<file path="config.mk">
export PLATFORM = sky130hd
export DESIGN_NAME = nand_read_host
export DESIGN_NICKNAME = d
export VERILOG_FILES = /design/src/rtl/nand_host_pkg.sv /design/src/rtl/read_buffer.sv /design/src/rtl/nand_read_host.sv
export SDC_FILE = /design/constraint.sdc
export NUM_CORES = 1
export LEC_CHECK = 0
export BUFFER_PORTS_ARGS = -buffer_cell sky130_fd_sc_hd__buf_2
export CAP_MARGIN = 25
export CORE_ASPECT_RATIO = 2
export CORE_MARGIN = 3
export CORE_UTILIZATION = 25
export CTS_CLUSTER_DIAMETER = 120
export DETAILED_ROUTE_END_ITERATION = 10
export GPL_TIMING_DRIVEN = 0
export PLACE_DENSITY = 0.38
export SLEW_MARGIN = 20
export SYNTH_ARGS = -nofsm -noshare
export SYNTH_HDL_FRONTEND = slang
export SYNTH_SLANG_ARGS = --single-unit
</file>
<file path="constraint.sdc">
create_clock -name clk_in -period 5.63 [get_ports clk_in]
set_clock_uncertainty 0.15 [all_clocks]
set_input_delay 1.126 -clock clk_in [delete_from_list [all_inputs] [get_ports clk_in]]
set_output_delay 1.126 -clock clk_in [all_outputs]
set_load 0.02 [all_outputs]
</file>
<file path="src/rtl/nand_host_pkg.sv">
// Shared constants, types and timing for the NAND read-path host controller.
package nand_host_pkg;

	// Clock rate and a helper that turns a least time into whole cycles.
	localparam int CLK_MHZ = 40;
	function automatic int least_cycles(input int ns);
		int c;
		c = (ns * CLK_MHZ + 999) / 1000;
		return (c < 1) ? 1 : c;
	endfunction : least_cycles

	// Pin timing in nanoseconds; plain defaults for a generic asynchronous part.
	localparam int WE_LOW_NS = 15;
	localparam int WE_HIGH_NS = 15;
	localparam int RE_LOW_NS = 15;
	localparam int RE_HIGH_NS = 15;
	localparam int WRITE_TO_READ_NS = 60;
	localparam int WE_TO_BUSY_NS = 100;
	localparam int WE_LOW_CYC = least_cycles(WE_LOW_NS);
	localparam int WE_HIGH_CYC = least_cycles(WE_HIGH_NS);
	localparam int RE_LOW_CYC = least_cycles(RE_LOW_NS);
	localparam int RE_HIGH_CYC = least_cycles(RE_HIGH_NS);
	localparam int WRITE_TO_READ_CYC = least_cycles(WRITE_TO_READ_NS);
	localparam int WE_TO_BUSY_CYC = least_cycles(WE_TO_BUSY_NS);
	localparam int SYNC_STAGES = 2;

	// Command codes placed on the bus.
	localparam logic [7:0] CMD_READ_SETUP = 8'h00;
	localparam logic [7:0] CMD_READ_CONFIRM = 8'h30;
	localparam logic [7:0] CMD_CACHE_NEXT = 8'h31;
	localparam logic [7:0] CMD_CACHE_LAST = 8'h3F;
	localparam logic [7:0] CMD_COL_CHANGE = 8'h05;
	localparam logic [7:0] CMD_PLANE_SELECT = 8'h06;
	localparam logic [7:0] CMD_OUT_CONFIRM = 8'hE0;
	localparam logic [7:0] CMD_READ_IDENT = 8'h90;
	localparam logic [7:0] CMD_PARAM_PAGE = 8'hEC;
	localparam logic [7:0] CMD_STATUS = 8'h70;
	localparam logic [7:0] IDENT_ADDR_DEVICE = 8'h00;
	localparam logic [7:0] IDENT_ADDR_SIGNATURE = 8'h20;
	localparam logic [7:0] PARAM_ADDR = 8'h00;

	// Address layout, status bits and fixed output lengths.
	localparam int ROW_PLANE_BIT = 6;
	localparam int STATUS_CACHE_BIT = 6;
	localparam int STATUS_ARRAY_BIT = 5;
	localparam logic [15:0] IDENT_DEVICE_LEN = 16'h0005;
	localparam logic [15:0] IDENT_SIGNATURE_LEN = 16'h0004;
	localparam logic [15:0] STATUS_LEN = 16'h0001;

	// Operations a user may request.
	typedef enum logic [3:0] {
		OP_PAGE_READ, OP_CACHE_SEQ, OP_CACHE_RANDOM, OP_CACHE_LAST, OP_TWO_PLANE,
		OP_COL_CHANGE, OP_PLANE_SELECT, OP_IDENT_DEVICE, OP_IDENT_SIGNATURE,
		OP_PARAM_PAGE, OP_STATUS
	} op_t;

	// One user request: operation, column, row and number of bytes to strobe.
	typedef struct packed {
		op_t op;
		logic [15:0] col;
		logic [23:0] row;
		logic [15:0] count;
	} req_t;

	// One step of a pin sequence.
	typedef enum logic [2:0] {K_CMD, K_ADDR, K_BUSY, K_WAIT, K_READ, K_DONE} kind_t;
	typedef struct packed {
		kind_t kind;
		logic [7:0] data;
	} step_t;

endpackage : nand_host_pkg

</file>
<file path="src/rtl/read_buffer.sv">
// Small valid/ready FIFO that holds bytes read from the flash until the user takes them.
`timescale 1ns/10ps
module read_buffer #(
	parameter int WIDTH = 8,
	parameter int DEPTH = 2
) (
	// Clock and reset.
	input wire logic clk_in,
	input wire logic rst_in,
	// Filling side.
	input wire logic in_valid_in,
	output logic in_ready_out,
	input wire logic [WIDTH-1:0] in_data_in,
	// Draining side.
	output logic out_valid_out,
	input wire logic out_ready_in,
	output logic [WIDTH-1:0] out_data_out
);
	localparam int AW = (DEPTH > 1) ? $clog2(DEPTH) : 1;

	// Pointers wrap by width, so the depth must be a power of two.
	if (DEPTH < 2 || (DEPTH & (DEPTH - 1)) != 0) begin : g_bad_depth
		$error("read_buffer depth must be a power of two of at least two");
	end

	logic [WIDTH-1:0] mem [DEPTH];
	logic [AW-1:0] wr_ptr, rd_ptr, next_wr_ptr, next_rd_ptr;
	logic [AW:0] fill, next_fill;
	logic push, pop;

	// Full and empty follow the fill count exactly, so a stalled reader really blocks the writer.
	always_comb begin
		in_ready_out = (fill != (AW + 1)'(DEPTH));
		out_valid_out = (fill != '0);
		push = in_valid_in && in_ready_out;
		pop = out_valid_out && out_ready_in;
		next_wr_ptr = push ? wr_ptr + 1'b1 : wr_ptr;
		next_rd_ptr = pop ? rd_ptr + 1'b1 : rd_ptr;
		next_fill = fill + (AW + 1)'(push) - (AW + 1)'(pop);
		out_data_out = mem[rd_ptr];
	end

	// Pointer and count registers.
	always_ff @(posedge clk_in or posedge rst_in) begin
		if (rst_in) begin
			wr_ptr <= '0;
			rd_ptr <= '0;
			fill <= '0;
		end else begin
			wr_ptr <= next_wr_ptr;
			rd_ptr <= next_rd_ptr;
			fill <= next_fill;
		end
	end

	// Storage has no reset; empty entries are never presented as valid.
	always_ff @(posedge clk_in) begin
		if (push) begin
			mem[wr_ptr] <= in_data_in;
		end
	end

endmodule : read_buffer

</file>
<file path="src/rtl/nand_read_host.sv">
// Host controller that drives the read-path command sequences of an asynchronous NAND flash.
//
// Summary of operation
// - Cache read starts: 00h, five addresses, 30h.
// - Random cache: 00h, five addresses, then 31h.
// - Two-plane: two address sets differing only plane.
// - Plane-select before reading each plane's data.
// - Never issue enhanced status during two-plane read.
// - Column change: 05h, two columns, E0h.
// - Plane select: wait ready, then 06h, five addresses, E0h.
// - Wait write-to-read delay after E0h before strobing.
`timescale 1ns/10ps
module nand_read_host #(
	parameter int DATA_WIDTH = 8,
	parameter int BUFFER_DEPTH = 2
) (
	// Clock and reset.
	input wire logic clk_in,
	input wire logic rst_in,
	// User request port.
	input wire logic req_valid_in,
	output logic req_ready_out,
	input wire nand_host_pkg::req_t req_in,
	output logic done_out,
	// User read data stream.
	output logic data_valid_out,
	input wire logic data_ready_in,
	output logic [DATA_WIDTH-1:0] data_out,
	// Last status byte decoded.
	output logic cache_ready_out,
	output logic array_ready_out,
	// Flash pins.
	output logic ce_n_out,
	output logic cle_out,
	output logic ale_out,
	output logic we_n_out,
	output logic read_strobe_n_out,
	output logic [DATA_WIDTH-1:0] io_out,
	output logic io_oe_n_out,
	input wire logic [DATA_WIDTH-1:0] io_in,
	input wire logic ready_busy_in
);
	if (DATA_WIDTH != 8 && DATA_WIDTH != 16) begin : g_bad_width
		$error("nand_read_host supports only 8 or 16 bit buses");
	end

	typedef enum logic [3:0] {
		S_IDLE, S_STEP, S_WR_LO, S_WR_HI, S_WB, S_BUSY, S_WAIT, S_RD_ARM, S_RD_LO, S_RD_HI
	} state_t;

	// Byte n of the five-cycle address: two column cycles then three row cycles.
	function automatic logic [7:0] addr_byte(input nand_host_pkg::req_t r, input int n);
		logic [7:0] b;
		b = 8'h00;
		case (n)
			0: b = r.col[7:0];
			1: b = r.col[15:8];
			2: b = r.row[7:0];
			3: b = r.row[15:8];
			default: b = r.row[23:16];
		endcase
		return b;
	endfunction : addr_byte

	// Pin sequence of each operation, one step per index.
	function automatic nand_host_pkg::step_t step_of(input nand_host_pkg::req_t r, input int i);
		nand_host_pkg::step_t s;
		nand_host_pkg::req_t p0;
		nand_host_pkg::req_t p1;
		s = '{kind: nand_host_pkg::K_DONE, data: 8'h00};
		p0 = r;
		p1 = r;
		p0.row[nand_host_pkg::ROW_PLANE_BIT] = 1'b0;
		p1.row[nand_host_pkg::ROW_PLANE_BIT] = 1'b1;
		unique case (r.op)
			nand_host_pkg::OP_PAGE_READ: begin
				if (i == 0) s = '{nand_host_pkg::K_CMD, nand_host_pkg::CMD_READ_SETUP};
				else if (i <= 5) s = '{nand_host_pkg::K_ADDR, addr_byte(r, i - 1)};
				else if (i == 6) s = '{nand_host_pkg::K_CMD, nand_host_pkg::CMD_READ_CONFIRM};
				else if (i == 7) s = '{nand_host_pkg::K_BUSY, 8'h00};
				else if (i == 8) s = '{nand_host_pkg::K_READ, 8'h00};
			end
			// Random cache read; the device drops the column bytes.
			nand_host_pkg::OP_CACHE_RANDOM: begin
				if (i == 0) s = '{nand_host_pkg::K_CMD, nand_host_pkg::CMD_READ_SETUP};
				else if (i <= 5) s = '{nand_host_pkg::K_ADDR, addr_byte(r, i - 1)};
				else if (i == 6) s = '{nand_host_pkg::K_CMD, nand_host_pkg::CMD_CACHE_NEXT};
				else if (i == 7) s = '{nand_host_pkg::K_BUSY, 8'h00};
				else if (i == 8) s = '{nand_host_pkg::K_READ, 8'h00};
			end
			// Continue or end the cache read, then wait out the cache busy time.
			nand_host_pkg::OP_CACHE_SEQ, nand_host_pkg::OP_CACHE_LAST: begin
				if (i == 0) s = '{nand_host_pkg::K_CMD, (r.op == nand_host_pkg::OP_CACHE_SEQ) ?
					nand_host_pkg::CMD_CACHE_NEXT : nand_host_pkg::CMD_CACHE_LAST};
				else if (i == 1) s = '{nand_host_pkg::K_BUSY, 8'h00};
				else if (i == 2) s = '{nand_host_pkg::K_READ, 8'h00};
			end
			// Both address sets come from one row, only the plane bit differs.
			nand_host_pkg::OP_TWO_PLANE: begin
				if (i == 0 || i == 6) s = '{nand_host_pkg::K_CMD, nand_host_pkg::CMD_READ_SETUP};
				else if (i <= 5) s = '{nand_host_pkg::K_ADDR, addr_byte(p0, i - 1)};
				else if (i <= 11) s = '{nand_host_pkg::K_ADDR, addr_byte(p1, i - 7)};
				else if (i == 12) s = '{nand_host_pkg::K_CMD, nand_host_pkg::CMD_READ_CONFIRM};
				else if (i == 13) s = '{nand_host_pkg::K_BUSY, 8'h00};
			end
			// Column change, also usable during parameter page output.
			nand_host_pkg::OP_COL_CHANGE: begin
				if (i == 0) s = '{nand_host_pkg::K_CMD, nand_host_pkg::CMD_COL_CHANGE};
				else if (i <= 2) s = '{nand_host_pkg::K_ADDR, addr_byte(r, i - 1)};
				else if (i == 3) s = '{nand_host_pkg::K_CMD, nand_host_pkg::CMD_OUT_CONFIRM};
				else if (i == 4) s = '{nand_host_pkg::K_WAIT, 8'h00};
				else if (i == 5) s = '{nand_host_pkg::K_READ, 8'h00};
			end
			// Plane select is only sent once the device shows ready.
			nand_host_pkg::OP_PLANE_SELECT: begin
				if (i == 0) s = '{nand_host_pkg::K_BUSY, 8'h00};
				else if (i == 1) s = '{nand_host_pkg::K_CMD, nand_host_pkg::CMD_PLANE_SELECT};
				else if (i <= 6) s = '{nand_host_pkg::K_ADDR, addr_byte(r, i - 2)};
				else if (i == 7) s = '{nand_host_pkg::K_CMD, nand_host_pkg::CMD_OUT_CONFIRM};
				else if (i == 8) s = '{nand_host_pkg::K_WAIT, 8'h00};
				else if (i == 9) s = '{nand_host_pkg::K_READ, 8'h00};
			end
			// Identification, address byte picks device or signature mode.
			nand_host_pkg::OP_IDENT_DEVICE, nand_host_pkg::OP_IDENT_SIGNATURE: begin
				if (i == 0) s = '{nand_host_pkg::K_CMD, nand_host_pkg::CMD_READ_IDENT};
				else if (i == 1) s = '{nand_host_pkg::K_ADDR, (r.op == nand_host_pkg::OP_IDENT_DEVICE) ?
					nand_host_pkg::IDENT_ADDR_DEVICE : nand_host_pkg::IDENT_ADDR_SIGNATURE};
				else if (i == 2) s = '{nand_host_pkg::K_WAIT, 8'h00};
				else if (i == 3) s = '{nand_host_pkg::K_READ, 8'h00};
			end
			// Parameter page; the count decides how many bytes are read.
			nand_host_pkg::OP_PARAM_PAGE: begin
				if (i == 0) s = '{nand_host_pkg::K_CMD, nand_host_pkg::CMD_PARAM_PAGE};
				else if (i == 1) s = '{nand_host_pkg::K_ADDR, nand_host_pkg::PARAM_ADDR};
				else if (i == 2) s = '{nand_host_pkg::K_BUSY, 8'h00};
				else if (i == 3) s = '{nand_host_pkg::K_READ, 8'h00};
			end
			// Only the plain status command exists here, never the enhanced one.
			nand_host_pkg::OP_STATUS: begin
				if (i == 0) s = '{nand_host_pkg::K_CMD, nand_host_pkg::CMD_STATUS};
				else if (i == 1) s = '{nand_host_pkg::K_WAIT, 8'h00};
				else if (i == 2) s = '{nand_host_pkg::K_READ, 8'h00};
			end
			default: s = '{nand_host_pkg::K_DONE, 8'h00};
		endcase
		return s;
	endfunction : step_of

	state_t state, next_state;
	nand_host_pkg::req_t req, next_req;
	logic [3:0] idx, next_idx;
	logic [7:0] timer, next_timer;
	logic [15:0] left, next_left;
	logic ce_n, cle, ale, we_n, re_n, oe_n, done, cache_rdy, array_rdy;
	logic next_ce_n, next_cle, next_ale, next_we_n, next_re_n, next_oe_n, next_done;
	logic next_cache_rdy, next_array_rdy;
	logic [7:0] io_drv, next_io_drv;
	logic [DATA_WIDTH-1:0] io_meta, io_sync, push_data;
	logic rb_meta, rb_sync, push, buf_ready;
	nand_host_pkg::step_t st;
	logic [15:0] read_len;
	logic is_ident;

	// Pins come from another timing world, so each passes two flops before use.
	always_ff @(posedge clk_in or posedge rst_in) begin
		if (rst_in) begin
			io_meta <= '0;
			io_sync <= '0;
			rb_meta <= 1'b0;
			rb_sync <= 1'b0;
		end else begin
			io_meta <= io_in;
			io_sync <= io_meta;
			rb_meta <= ready_busy_in;
			rb_sync <= rb_meta;
		end
	end

	// Sequencer: walks the step list and shapes every strobe.
	always_comb begin
		next_state = state;
		next_req = req;
		next_idx = idx;
		next_timer = timer;
		next_left = left;
		next_ce_n = ce_n;
		next_cle = cle;
		next_ale = ale;
		next_we_n = we_n;
		next_re_n = re_n;
		next_oe_n = oe_n;
		next_io_drv = io_drv;
		next_done = 1'b0;
		next_cache_rdy = cache_rdy;
		next_array_rdy = array_rdy;
		push = 1'b0;
		st = step_of(req, int'(idx));
		is_ident = (req.op == nand_host_pkg::OP_IDENT_DEVICE) || (req.op == nand_host_pkg::OP_IDENT_SIGNATURE);
		// Identification lengths are fixed, whatever count the user gave.
		if (req.op == nand_host_pkg::OP_IDENT_DEVICE) read_len = nand_host_pkg::IDENT_DEVICE_LEN;
		else if (req.op == nand_host_pkg::OP_IDENT_SIGNATURE) read_len = nand_host_pkg::IDENT_SIGNATURE_LEN;
		else if (req.op == nand_host_pkg::OP_STATUS) read_len = nand_host_pkg::STATUS_LEN;
		else read_len = req.count;
		// Wide parts define identification only on the low byte lanes.
		push_data = io_sync;
		if (is_ident) push_data = {{(DATA_WIDTH - 8){1'b0}}, io_sync[7:0]};
		unique case (state)
			S_IDLE: begin
				if (req_valid_in) begin
					next_req = req_in;
					next_idx = 4'h0;
					next_ce_n = 1'b0;
					next_state = S_STEP;
				end
			end
			S_STEP: begin
				unique case (st.kind)
					nand_host_pkg::K_CMD, nand_host_pkg::K_ADDR: begin
						next_cle = (st.kind == nand_host_pkg::K_CMD);
						next_ale = (st.kind == nand_host_pkg::K_ADDR);
						next_io_drv = st.data;
						next_oe_n = 1'b0;
						next_we_n = 1'b0;
						next_timer = 8'(nand_host_pkg::WE_LOW_CYC - 1);
						next_state = S_WR_LO;
					end
					nand_host_pkg::K_BUSY: begin
						next_timer = 8'(nand_host_pkg::WE_TO_BUSY_CYC - 1);
						next_state = S_WB;
					end
					nand_host_pkg::K_WAIT: begin
						next_timer = 8'(nand_host_pkg::WRITE_TO_READ_CYC - 1);
						next_state = S_WAIT;
					end
					nand_host_pkg::K_READ: begin
						next_left = read_len;
						next_state = S_RD_ARM;
					end
					nand_host_pkg::K_DONE: begin
						next_ce_n = 1'b1;
						next_done = 1'b1;
						next_state = S_IDLE;
					end
				endcase
			end
			S_WR_LO: begin
				next_timer = timer - 8'h01;
				if (timer == 8'h00) begin
					next_we_n = 1'b1;
					next_timer = 8'(nand_host_pkg::WE_HIGH_CYC - 1);
					next_state = S_WR_HI;
				end
			end
			S_WR_HI: begin
				next_timer = timer - 8'h01;
				if (timer == 8'h00) begin
					next_cle = 1'b0;
					next_ale = 1'b0;
					next_oe_n = 1'b1;
					next_idx = idx + 4'h1;
					next_state = S_STEP;
				end
			end
			// Give the device time to pull busy low before it is watched.
			S_WB: begin
				next_timer = timer - 8'h01;
				if (timer == 8'h00) next_state = S_BUSY;
			end
			// Busy low covers the array or cache transfer; wait for its release.
			S_BUSY: begin
				if (rb_sync) begin
					next_idx = idx + 4'h1;
					next_state = S_STEP;
				end
			end
			// Hold off the first read strobe for the write-to-read delay.
			S_WAIT: begin
				next_timer = timer - 8'h01;
				if (timer == 8'h00) begin
					next_idx = idx + 4'h1;
					next_state = S_STEP;
				end
			end
			// Strobes run from the current column; a full buffer stalls the next strobe.
			S_RD_ARM: begin
				if (left == 16'h0000) begin
					next_idx = idx + 4'h1;
					next_state = S_STEP;
				end else if (buf_ready) begin
					next_re_n = 1'b0;
					next_timer = 8'(nand_host_pkg::RE_LOW_CYC + nand_host_pkg::SYNC_STAGES - 1);
					next_state = S_RD_LO;
				end
			end
			// Low time is stretched by the synchroniser depth so the sampled byte is the driven one.
			S_RD_LO: begin
				next_timer = timer - 8'h01;
				if (timer == 8'h00) begin
					push = 1'b1;
					next_re_n = 1'b1;
					next_left = left - 16'h0001;
					next_timer = 8'(nand_host_pkg::RE_HIGH_CYC - 1);
					next_state = S_RD_HI;
					// Status bit six tracks the cache, bit five the array.
					if (req.op == nand_host_pkg::OP_STATUS) begin
						next_cache_rdy = io_sync[nand_host_pkg::STATUS_CACHE_BIT];
						next_array_rdy = io_sync[nand_host_pkg::STATUS_ARRAY_BIT];
					end
				end
			end
			S_RD_HI: begin
				next_timer = timer - 8'h01;
				if (timer == 8'h00) next_state = S_RD_ARM;
			end
		endcase
	end

	// Sequencer registers; strobes idle high, bus released.
	always_ff @(posedge clk_in or posedge rst_in) begin
		if (rst_in) begin
			state <= S_IDLE;
			req <= '0;
			idx <= 4'h0;
			timer <= 8'h00;
			left <= 16'h0000;
			ce_n <= 1'b1;
			cle <= 1'b0;
			ale <= 1'b0;
			we_n <= 1'b1;
			re_n <= 1'b1;
			oe_n <= 1'b1;
			io_drv <= 8'h00;
			done <= 1'b0;
			cache_rdy <= 1'b0;
			array_rdy <= 1'b0;
		end else begin
			state <= next_state;
			req <= next_req;
			idx <= next_idx;
			timer <= next_timer;
			left <= next_left;
			ce_n <= next_ce_n;
			cle <= next_cle;
			ale <= next_ale;
			we_n <= next_we_n;
			re_n <= next_re_n;
			oe_n <= next_oe_n;
			io_drv <= next_io_drv;
			done <= next_done;
			cache_rdy <= next_cache_rdy;
			array_rdy <= next_array_rdy;
		end
	end

	// Output pins and handshakes.
	always_comb begin
		req_ready_out = (state == S_IDLE);
		done_out = done;
		cache_ready_out = cache_rdy;
		array_ready_out = array_rdy;
		ce_n_out = ce_n;
		cle_out = cle;
		ale_out = ale;
		we_n_out = we_n;
		read_strobe_n_out = re_n;
		io_oe_n_out = oe_n;
		io_out = {{(DATA_WIDTH - 8){1'b0}}, io_drv};
	end

	// Read bytes wait here so a slow consumer only pauses the strobes.
	read_buffer #(
		.WIDTH(DATA_WIDTH),
		.DEPTH(BUFFER_DEPTH)
	) u_buffer (
		.clk_in(clk_in),
		.rst_in(rst_in),
		.in_valid_in(push),
		.in_ready_out(buf_ready),
		.in_data_in(push_data),
		.out_valid_out(data_valid_out),
		.out_ready_in(data_ready_in),
		.out_data_out(data_out)
	);

endmodule : nand_read_host

</file>
# Word-level counts from Yosys, hierarchy flattened

Memories as Yosys holds them, arrays and structs flattened.
Index checks and enable logic that the tools add are counted.

RAM bits: 16
Register bits: 131
Output and inout port bits: 27
Logic and storage cells: 229
Memories kept: 1
Bits in latches: 0
Memory bits (read-only): 0

Div/mod/pow operators: 0
Multipliers: 0
Mux-type cells: 91
$add $sub $neg: 10
Bitwise operators: 0
Equality and inequality tests: 61
Shift-type cells: 0
$lt $le $gt $ge: 4
Reduce and logical (&&, ||, !) cells: 37

Memory list:

| memory       | depth | bits a word | read ports | clocked after memory_dff | write ports | RTL line          | source |
|---|---|---|---|---|---|---|---|
| u_buffer.mem | 2     | 8           | 1          | 0                        | 1           | read_buffer.sv:26 | `logic [WIDTH-1:0] mem [DEPTH];` |

Operators with widths:

| kind                                               | number |
|---|---|
| 2-to-1 mux 11 bit                                  | 31 |
| == test 32 x 2 -> 1 bit, second input constant     | 6 |
| one-hot mux 8 bit (4 select lines)                 | 5 |
| one-hot mux 11 bit (9 select lines)                | 1 |
| == test 32 x 1 -> 1 bit, second input constant     | 3 |
| zero test 32 bit                                   | 3 |
| 2-to-1 mux 16 bit                                  | 5 |
| 2-to-1 mux 4 bit                                   | 14 |
| == test 4 x 3 -> 1 bit, second input constant      | 12 |
| 2-to-1 mux 9 bit                                   | 5 |
| == test 4 bit, second input constant               | 11 |
| one-hot mux 4 bit (9 select lines)                 | 1 |
| one-hot mux 16 bit (2 select lines)                | 1 |
| inequality test 2 bit, second input constant       | 14 |
| 2-to-1 mux 8 bit                                   | 3 |
| one-hot mux 8 bit (3 select lines)                 | 1 |
| == test 4 x 2 -> 1 bit, second input constant      | 5 |
| one-hot mux 4 bit (5 select lines)                 | 1 |
| zero test 16 bit                                   | 1 |
| one-hot mux 4 bit (4 select lines)                 | 1 |
| subtractor 16 x 1 -> 16 bit, second input constant | 1 |
| 2-to-1 mux 1 bit                                   | 15 |
| AND reduction 3 bit                                | 5 |
| zero test 4 bit                                    | 3 |
| other kinds (32)                                   | 55 |

# Longest topological paths before layout

Gate-level depths: netlist (run 1).

Depth after elaboration: 12
Depth in mapped cells: 13

# Hierarchy

Synthesis (run 1) repeated with hierarchy kept, for this count alone.

Cell total of the unflattened synthesis: 815
Area total of the unflattened synthesis: 8438.1 um2

Modules (own cells, without submodules):

| module         | instances | cells an instance | area an instance (um2) |
|---|---|---|---|
| nand_read_host | 1         | 770               | 7649.8 |
| read_buffer    | 1         | 45                | 788.3 |

# Least setup slack after synthesis (run 1)

Ideal clock, no wire load.

Kind: register to register
Start: reg idx[2]
End: reg left[10]
Stages on the path, launching flop included: 14
Data arrival time: 2599 ps
Buffers on the path: 3
Required time: 5351 ps
Period minus slack after synthesis: 2878 ps
Library setup time: 129 ps
Slack: 2752 ps
Cell sequence: dfrtp_1 > buf_6 > buf_4 > inv_1 > ha_1 > ha_1 > or2_1 > a221o_1 > a221oi_2 > and4_1 > a31oi_2 > buf_2 > o21ai_0 > o21ai_0

Word-level cells in the longest chain between the ends: 11

RTL lines:

| element                                    | RTL line              | source |
|---|---|---|
| from (decl)                                | nand_read_host.sv:151 | `logic [3:0] idx, next_idx;` |
| from (signal assigned)                     | nand_read_host.sv:339 | `idx <= next_idx;` |
| == test 4 bit                              | nand_read_host.sv:121 | `else if (i == 9) s = '{nand_host_pkg::K_READ, 8'h00};` |
| 2-to-1 mux 9 bit                           | nand_read_host.sv:121 |  |
| 2-to-1 mux 11 bit                          | nand_read_host.sv:120 | `else if (i == 8) s = '{nand_host_pkg::K_WAIT, 8'h00};` |
| 2-to-1 mux 11 bit                          | nand_read_host.sv:119 | `else if (i == 7) s = '{nand_host_pkg::K_CMD, nand_host_pkg::CMD_OUT_CONFIRM};` |
| 2-to-1 mux 11 bit                          | nand_read_host.sv:118 | `else if (i <= 6) s = '{nand_host_pkg::K_ADDR, addr_byte(r, i - 2)};` |
| 2-to-1 mux 11 bit                          | nand_read_host.sv:117 | `else if (i == 1) s = '{nand_host_pkg::K_CMD, nand_host_pkg::CMD_PLANE_SELECT};` |
| 2-to-1 mux 11 bit                          | nand_read_host.sv:116 | `if (i == 0) s = '{nand_host_pkg::K_BUSY, 8'h00};` |
| one-hot mux 11 bit (9 select lines) (*)    | nand_read_host.sv:75  | `unique case (r.op)` |
| == test 3 bit (*)                          | nand_read_host.sv:217 | `unique case (st.kind)` |
| inequality test 2 bit (no source line) (*) | n/a                   |  |
| AND reduction 3 bit (no source line) (*)   | n/a                   |  |
| to (signal assigned)                       | nand_read_host.sv:341 | `left <= next_left;` |
| to (decl)                                  | nand_read_host.sv:153 | `logic [15:0] left, next_left;` |

Every way passes the cells marked *; elsewhere a longest branch is shown, timed or not.
A chain may end at the register's enable or synchronous reset.

# Worst setup path in the final report (run 1)

Start: reg idx[1]
End: reg io_drv[2], in the netlist io_out[2]

Word-level cells in the longest chain between the ends: 11

RTL lines:

| element                                                           | RTL line              | source |
|---|---|---|
| branches (longest 7 deep; another with subtractor 4 x 2 -> 5 bit) | n/a                   |  |
| one-hot mux 11 bit (9 select lines) (*)                           | nand_read_host.sv:75  |  |
| == test 3 x 1 -> 1 bit / zero test 3 bit (equally long branches)  | nand_read_host.sv:217 |  |
| OR reduction 2 bit                                                | nand_read_host.sv:217 |  |
| AND reduction 2 bit (no source line)                              | n/a                   |  |
| to (signal assigned)                                              | nand_read_host.sv:348 | `io_drv <= next_io_drv;` |
| to (decl)                                                         | nand_read_host.sv:157 | `logic [7:0] io_drv, next_io_drv;` |

Mark *: on every way between the ends.

==> results of run 1 <==
==> per-layer routing <==
| layer | vias up | wire length, microns | GRT usage [%] |
|---|---|---|---|
| met3 | 67 | 837 | 2.82 |
| met4 | 2 | 1610 | 9.63 |
| li1 | 3369 | - | - |
| met1 | 3502 | 10300 | 16.2 |
| met2 | 174 | 17800 | 33.7 |
| met5 | - | 16 | 0 |
==> Yosys cell counts (5+ instances only) <==
| cell | n | area, sq um |
|---|---|---|
| a211oi_1 | 8 | 60.1 |
| a21o_1 | 13 | 97.6 |
| a21oi_1 | 39 | 195 |
| a221oi_1 | 10 | 87.6 |
| a222oi_1 | 6 | 60.1 |
| a22o_1 | 12 | 105 |
| a22oi_1 | 27 | 203 |
| a31oi_1 | 7 | 43.8 |
| and2_1 | 9 | 56.3 |
| buf_1 | 13 | 48.8 |
| buf_2 | 17 | 85.1 |
| clkbuf_1 | 19 | 71.3 |
| dfrtp_1 | 127 | 3180 |
| edfxtp_1 | 16 | 480 |
| ha_1 | 15 | 188 |
| inv_1 | 24 | 90.1 |
| mux2_2 | 72 | 811 |
| nand2_1 | 63 | 236 |
| nand2b_1 | 8 | 50.1 |
| nand3_1 | 13 | 65.1 |
| nand3b_1 | 5 | 37.5 |
| nor2_1 | 55 | 206 |
| nor2b_1 | 11 | 68.8 |
| nor3_1 | 24 | 120 |
| nor3b_1 | 7 | 52.6 |
| nor4_1 | 5 | 31.3 |
| o211ai_1 | 5 | 37.5 |
| o21ai_0 | 39 | 195 |
| o21ai_1 | 10 | 50.1 |
| o22ai_1 | 6 | 37.5 |
| o31ai_1 | 9 | 67.6 |
| or2_2 | 6 | 37.5 |
| or3_1 | 6 | 37.5 |
| xnor2_1 | 9 | 78.8 |
==> stage by stage <==
step / util [%] / power [mW] / TNS [ns] / worst slack, ns / cells
after detailed placement: 28.8 / 4.84 / 0 / 1.82 / 1360
after global routing: 30.6 / 6.44 / 0 / 1.52 / 1392
final: 30.6 / 6.02 / 0 / 1.83 / 1392
after floorplan: - / 3.84 / 0 / 0.863 / 827
after global placement: 28.6 / 4.82 / -159.54 / -1.29 / 1358
after CTS: 30.6 / 6.10 / 0 / 1.77 / 1392
==> worst max-delay path: stages, from the launching register on <==
cell and delay [ns]:
dfrtp_1 0.59, inv_1 0.19, ha_1 0.22, buf_4 0.17
buf_4 0.18, clkbuf_1 0.32, clkbuf_1 0.39, a22o_1 0.29
a221oi_1 0.24, o21ai_0 0.12, a2111oi_0 0.68, o21ai_1 0.10
==> path summary, 6_finish.rpt <==
check,startpoint,depth (start not counted),end,slack (ns)
worst min register to register,io_meta[7],0,io_sync[7],0.20
max in group asynchronous,rst_in,3,ce_n_out,4.03
min in group asynchronous,rst_in,2,timer[1],0.55
worst min-delay path,io_meta[7],0,io_sync[7],0.20
worst max-delay path,idx[1],11,io_out[2],1.83
worst max register to register,idx[1],11,io_out[2],1.83
==> layout make-up <==
type,instances,area (sq um),share of cell area [%]
inverters,24,97.6,0.961
clock buffers,17,425,4.19
multi-input cells,601,4360,42.9
plain buffers,55,258,2.54
repair buffers,101,531,5.22
clock inverters,15,185,1.82
flip-flops and latches,147,3760,37.1
well taps,432,541,5.32
==> power by group <==
part / switching, mW / total (mW) / internal [mW]
logic: 1.79 / 2.97 / 1.18
registers: 0.384 / 1.83 / 1.45
clock network: 0.543 / 1.22 / 0.676
==> cells by family (layout without fill, tap and decap cells) <==
family          count (synthesis)  count (layout)  share of synthesized area (%)
xor+xnor                       12              12                           1.24
buf+inv                        79             212                           4.11
mux                            74              74                           9.88
compound gates                251             251                           21.8
fa+ha+maj                      15              15                           2.22
flops                         147             147                           44.5
simple gates                  249             249                           16.3
==> sequential cells by signal (all words and copies together) (netlist names), 2 cells and up <==
register and count:
io_out 8, idx 4, io_sync 8, state 4, u_buffer.fill 2, io_meta 8
left 16, timer 8, u_buffer.mem 16, req 60
==> results.md, run 1 <==
- The nature of the critical path endpoint is a flip-flop.
- After synthesis, the netlist uses 95 different library cells.
- After the last flow step, the layout net total stands at approximately 1000.
- The ratio of cells with drive above 1 in the final layout is approximately 28%.
- Counting every sink on the clock net gives ~150.
- The violation count after the first detailed-route iteration is 379.
- The floorplan step set the die width to between 100 and 150 microns.
- The synthesized design contains 16 enable-type register cells.
- The hold buffer count at cts is 0.
- The maximum clock frequency is 263 MHz.
- The per-cell routed wire length is 21.9 microns.
- Across all layers, the routed design uses 7114 vias.
- The startpoint kind of the worst setup timing path is a flip-flop.
- The total nets after synthesis is just over 900.
- The final-report max-slew violation count came to 0.
- The power density over the cells is 593 nW/um^2.
- The wire length of the first global-routing pass is approximately 46000 microns.
- The quantity of gates resized following cts is 0.
- The leakage component of the power is ~4.2 nW.
- The placeable core region is roughly 33000 sq um.
- The min-delay analysis places its worst path in the category flip-flop to flip-flop.
- The tree is rooted in a clkbuf_16.
- The vertical extent of the die is between 200 and 300 microns.
- The count of final hold-check violations is 0.
- The post-synthesis sequential area ratio is between 40% and 50%.
- The routed design has just over 30000 microns of wire.
- The worst voltage drop across the vdd grid is between 0.2 and 0.3 mV.
- After clock tree synthesis, the clock-pin slew on the worst setup and hold paths is ~0.070 ns.
- In this run the count of I/O pins placed on the die edge is 100.
- Of the available clock period, the critical path in the final layout requires about two thirds.
- Using the TritonRoute via totals, the vias-per-cell ratio works out to between 5 and 6.
- The longest clock path from root to sink contains 2 buffers.
- The library cell used most frequently in the layout, excluding fill and tap cells, is dfrtp_1.
- The count of input and output buffers is between 90 and 100.
- Once the floorplan was initialized, standard cells occupied 25.5% of the core.
- The floorplan step defined a die boundary enclosing 36200 sq um.
- The transition time of the tightest slew-check pin is between 0.9 and 1 ns.
- Global routing used 17.1% of the available tracks across all layers.
- The layout has roughly 3500 filler cells.
- Averaged over all synthesized cells, the footprint is roughly 10 sq um.
- The number of design rule violations left after detail routing is 0.
- The count of synthesis-stage warnings from yosys is 0.
- The worst-path maximum fanout is 10.
- The via count of the first global-routing pass was roughly 7500.
- The count of maximum capacitance violations is 0.
- The number of inserted diodes is 0.
- Synthesis inferred 147 register bits.
- The synthesized area is between 8000 and 9000 sq um.
- The worst max-slew margin expressed relative to the limit is 37.1%.
- The clock latency on the worst-skew pair is 0.45 ns.
- At the worst endpoint, the arrival time is approximately 4.0 ns.
- The path type of the worst setup path is flip-flop to flip-flop.
- The level count of the clock H-tree is 4.
- The buffer count from post-CTS setup fixing is 0.
- The first detailed-routing pass ran for 5 iterations.
- The floorplan has 94 rows.
- The total half-perimeter wirelength after legalization and detailed placement is between 20000 and 25000 microns.
- The most used flip-flop cell after synthesis is dfrtp_1.
- The required time at the endpoint of the critical path is 5.80 ns.
- The clock period could shrink to between 3 and 4 ns.
- The synthesis-to-layout area growth is 20.1%.
- The number of antenna violations at the first check in global routing was 1.
- The clock tree from TritonCTS is built.
- After synthesis, the share of flip-flops with an asynchronous set or reset is between 80 and 90%.
- Entering global routing, the biggest net connects 75 pins.
- The TritonCTS buffer count is 17.
- The congestion estimate from routability-driven global placement came to 0.899.
- The residual antenna-violating net count after detailed routing is 0.
- Summed over all layers, the global routing overflow is 0.
- The worst hold slack is 0.197 ns.
- The top cell types in the final layout, fill and taps aside, are dfrtp_1, buf_2, mux2_2.
- Synthesis handed over a netlist of 827 instances.
- The area of placed instances is 9550 sq um.
- Setup violations remaining at the end of the flow were counted as 0.
- The summed area of non-filler cells in the final layout is slightly above 10000 sq um.
- The flow ran to the end, and the final reports show no timing, DRC or antenna violations.
- Setup repair after global routing left no endpoint under its margin.
Power figures use the tool's default switching activity.
==> run 2: changes to the inputs <==
Settings changed: ABC_AREA set to 1.
Clock period 5.63 ns to 3.6 ns, I/O delays scaled along.
==> results.md, run 2 <==
- In this run the critical register-to-register path is launched from idx[1].
- The wire length of the first global-routing pass is 49500 microns (+7.7%).
- The register with the most flip-flops in the final layout is req.
- The count of final hold-check violations came to 0 (unchanged).
- The vias per cell is 4.71 (-7.8%).
- The total routing usage reported by global routing came to 18.6% (+1.4 points).
- The mean cell area of the mapped netlist is 7.50 sq um (-27%).
- The data arrival time at the worst-slack endpoint is 3.62 ns (-0.34 ns).
- The post-synthesis sequential area ratio is 44.5% (about the same).
- Setup repair after global routing left no endpoint under its margin.
- The worst-case reg-to-reg path depth was 14 (+3).
- The transition time of the tightest slew-check pin was 0.935 ns (-0.00874 ns).
- The CTS clock-pin slew for the worst setup and hold paths is 0.07 ns (about the same).
- The residual antenna-violating net count after detailed routing was 0 (unchanged).
- The most frequently used cell type in the post-synthesis netlist is nand2_1.
- CTS placed an instance of clkbuf_16 at the clock tree root.
- The pin count of the biggest net entering global routing is 32 (-57%).
- The fraction of post-synthesis cell area in the top cell type by area was 37.6% (about the same).
- The per-cell routed wire length is 19.4 microns (-12%).
- The width of the die is 136 microns (about the same).
- The row count was 94 (unchanged).
- The share of flip-flops with an asynchronous set or reset after synthesis is 89.1% (unchanged).
- The leftover overflow at the end of global routing was 0 (unchanged).
- The required time at the endpoint of the critical path is 3.84 ns (-1.96 ns).
- The clock tree from TritonCTS is built.
- The worst hold path belongs to the class input pin to async pin.
- The most repeated library cell on the critical path is nand2_1.
- The clock latency on the worst-skew pair is 0.45 ns (about the same).
- The placeable core region came to 33200 sq um (unchanged).
- The total number of vias is 8008 (+13%).
- The library cell used most frequently in the layout, excluding fill and tap cells, is nand2_1.
- The I/O pin total was 100 (unchanged).
- The number of inserted diodes is 0 (unchanged).
- The TritonCTS buffer count is 17 (unchanged).
- The routability-driven placement congestion ratio is 0.913 (+1.6%).
- The largest registers in the layout are req x60, left x16, u_buffer.mem x16.
- The flip-flop count of the largest register, all copies and words added is 60 (unchanged).
- The count of synthesis-stage warnings from yosys was 0 (unchanged).
- The worst max-slew margin expressed relative to the limit is 37.2% (+0.10 points).
- The worst setup path is launched from a flip-flop.
- The total half-perimeter wirelength after legalization and detailed placement is 26600 microns (+11%).
- The leakage component of the power is 4.93 nW (+17%).
- In the layout the commonest cells are nand2_1, inv_1, dfrtp_1.
- The final period utilization is 93.8% (+26 points).
- The run finished with clean final reports.
- The worst voltage drop across the vdd grid was 0.389 mV (+45%).
- The vertical extent of the die came to 266 microns (about the same).
- Traced cell by cell, the critical path runs through inv_1, ha_1, inv_1, a21oi_1, nand2_1, o21ai_0, nor2_1, nand2_1, nand3_1, nand3_1, nand2_1, nand2_1, nand2_1, nand2_1.
- The register-to-register path setup slack was 0.22 ns (-1.61 ns).
- The maximum clock frequency is 296 MHz (+12%).
- The synthesized area is 8450 sq um (about the same).
- The number of antenna violations at the first check in global routing is 0 (-1).
- The count of maximum capacitance violations is 0 (unchanged).
- The final-report max-slew violation count was 0 (unchanged).
- The total nets after synthesis is 1215 (+33%).
- The violation count after the first detailed-route iteration is 439 (+16%).
- In the synthesized netlist the dominant register cell turns out to be dfrtp_1.
- The minimum clock period is 3.38 ns (-0.420 ns).
- The total length of routed wires was 32900 microns (+7.8%).
- Of all cell types, the one taking the most synthesized area is dfrtp_1.
- The count of cell types in the netlist was 46 (-52%).
- The layout net count came to 1342 (+30%).
- The critical path is of the flip-flop to flip-flop type.
- The worst-path maximum fanout is 7 (-3).
- The area growth from synthesis to layout is 20.9%.
- By count the netlist is led by nand2_1, inv_1, dfrtp_1.
- The flip-flop and latch count after synthesis is 147 (unchanged).
- The number of design rule violations left after detail routing is 0 (unchanged).
- The via count of the first global-routing pass is 8321 (+11%).
- The power density over the cells is 908 nW/um^2 (+53%).
- The final count of negative-setup-slack endpoints came to 0 (unchanged).
- The power consumption came to 9.27 mW (+54%).
- The level count of the clock H-tree is 4 (unchanged).
- The ratio of cells with drive above 1 in the final layout came to 17.1% (-11 points).
- The critical register-to-register path endpoint is io_out[1].
- The maximum single-stage delay on the critical path is 0.52 ns (-0.16 ns).
- The number of clock sinks was 147 (unchanged).
- The number of optimization iterations in the first detailed-route pass came to 5 (unchanged).
- Yosys attributes the largest share of cell area to dfrtp_1, nand2_1, inv_1, o21ai_0, edfxtp_1.
- The count of input and output buffers was 99 (unchanged).
- The number of enable flip-flop cells after synthesis is 16 (unchanged).
- The die outline area is 36200 sq um (about the same).
- The worst setup path is captured at a flip-flop.
- The effective utilization at floorplan was 25.5% (about the same).
- The synthesized instance count was 1127 (+36%).
- The setup total negative slack was 0 ns (unchanged).
- The slowest stage of the critical path belongs to the cell o21ai_0.
- The maximum buffer depth of the clock tree is 2 (unchanged).
run 2: cell count changes in the layout (fill, tap and decap cells not counted), sizes merged, moves of 12 or more:
cell   previous run  this run
nand2            63       345
o21ai            49       123
nor2             56       111
inv              34       155
a21o             13         0
o22ai             6        26
a22o             12         0
nand3            13        63
mux2             73         8
a22oi            27         8
buf             137       119
run 2: what timing repair did:
item,in CTS,in global routing
pin swaps,0,1
hold buffers,0,0
buffers inserted,0,2
setup endpoints to repair,16,19
hold endpoints to repair,0,0
gates resized for setup,0,5
run 2: cells by family after synthesis:
kind of cell	Yosys count	synth area share [%]
AO/OA/AOI/OAI	216	15.3
buffers and inverters	173	8.27
flip-flops	147	44.5
XOR/XNOR	14	1.45
adder cells (fa/ha/maj)	15	2.22
multiplexers	8	1.07
AND/OR/NAND/NOR	554	27.2
run 2: stage by stage:
step           cells  util, %  instance area, sq um  setup WS (ns)  hold WS (ns)
2_1_floorplan   1127        -                  8460           1.07         0.181
4_1_cts         1695     30.7                 10200        -0.0806         0.113
5_1_grt         1699     30.8                 10200        0.00365         0.129
6_report        1699     30.8                 10200          0.224         0.120
3_5_place_dp    1663     29.0                  9610        -0.0566         0.185
3_3_place_gp    1658     28.6                  9490         -0.123         0.182
run 2: layout make-up:
type | instances | area, sq um
Clock buffer | 17 | 425
Tap cell | 432 | 541
Clock inverter | 15 | 141
Buffer | 23 | 136
Inverter | 150 | 571
Fill cell | 3706 | 22900
Sequential cell | 147 | 3760
Timing Repair Buffer | 108 | 641
Multi-Input combinational cell | 807 | 4000
run 2: critical path: cells and delay by family (launching register included):
family	cells	cell delay (ns)
DFF	1	0.48
AOI/OAI and AO/OA	2	0.96
buffers and inverters	2	0.41
adders and majority gates	1	0.36
and+or+nand+nor	9	0.97
run 2: report_power, final:
part | internal [mW] | switching, mW | total, mW
Clock | 0.914 | 0.850 | 1.76
Sequential | 2.26 | 0.436 | 2.70
Combinational | 1.48 | 3.33 | 4.81
run 2: how the worst max path moves through the flow:
stage              from                  to  slack (ns)  depth (start not counted)
2_1_floorplan  state[0]  u_buffer.mem[1][0]        1.07                          9
4_1_cts        state[1]  u_buffer.mem[0][4]       -0.08                          9
5_1_grt          idx[1]           io_out[1]       0.004                         16
3_3_place_gp   state[1]  u_buffer.mem[0][0]       -0.12                          9
6_report         idx[1]           io_out[1]        0.22                         14
3_5_place_dp   state[1]  u_buffer.mem[0][0]       -0.06                          9
run 2: metal layers:
layer,GRT usage (%),share of wire (%)
met5,0,0
met4,12.9,7.5
met3,2.87,2.6
met2,36.4,58
met1,16.8,32
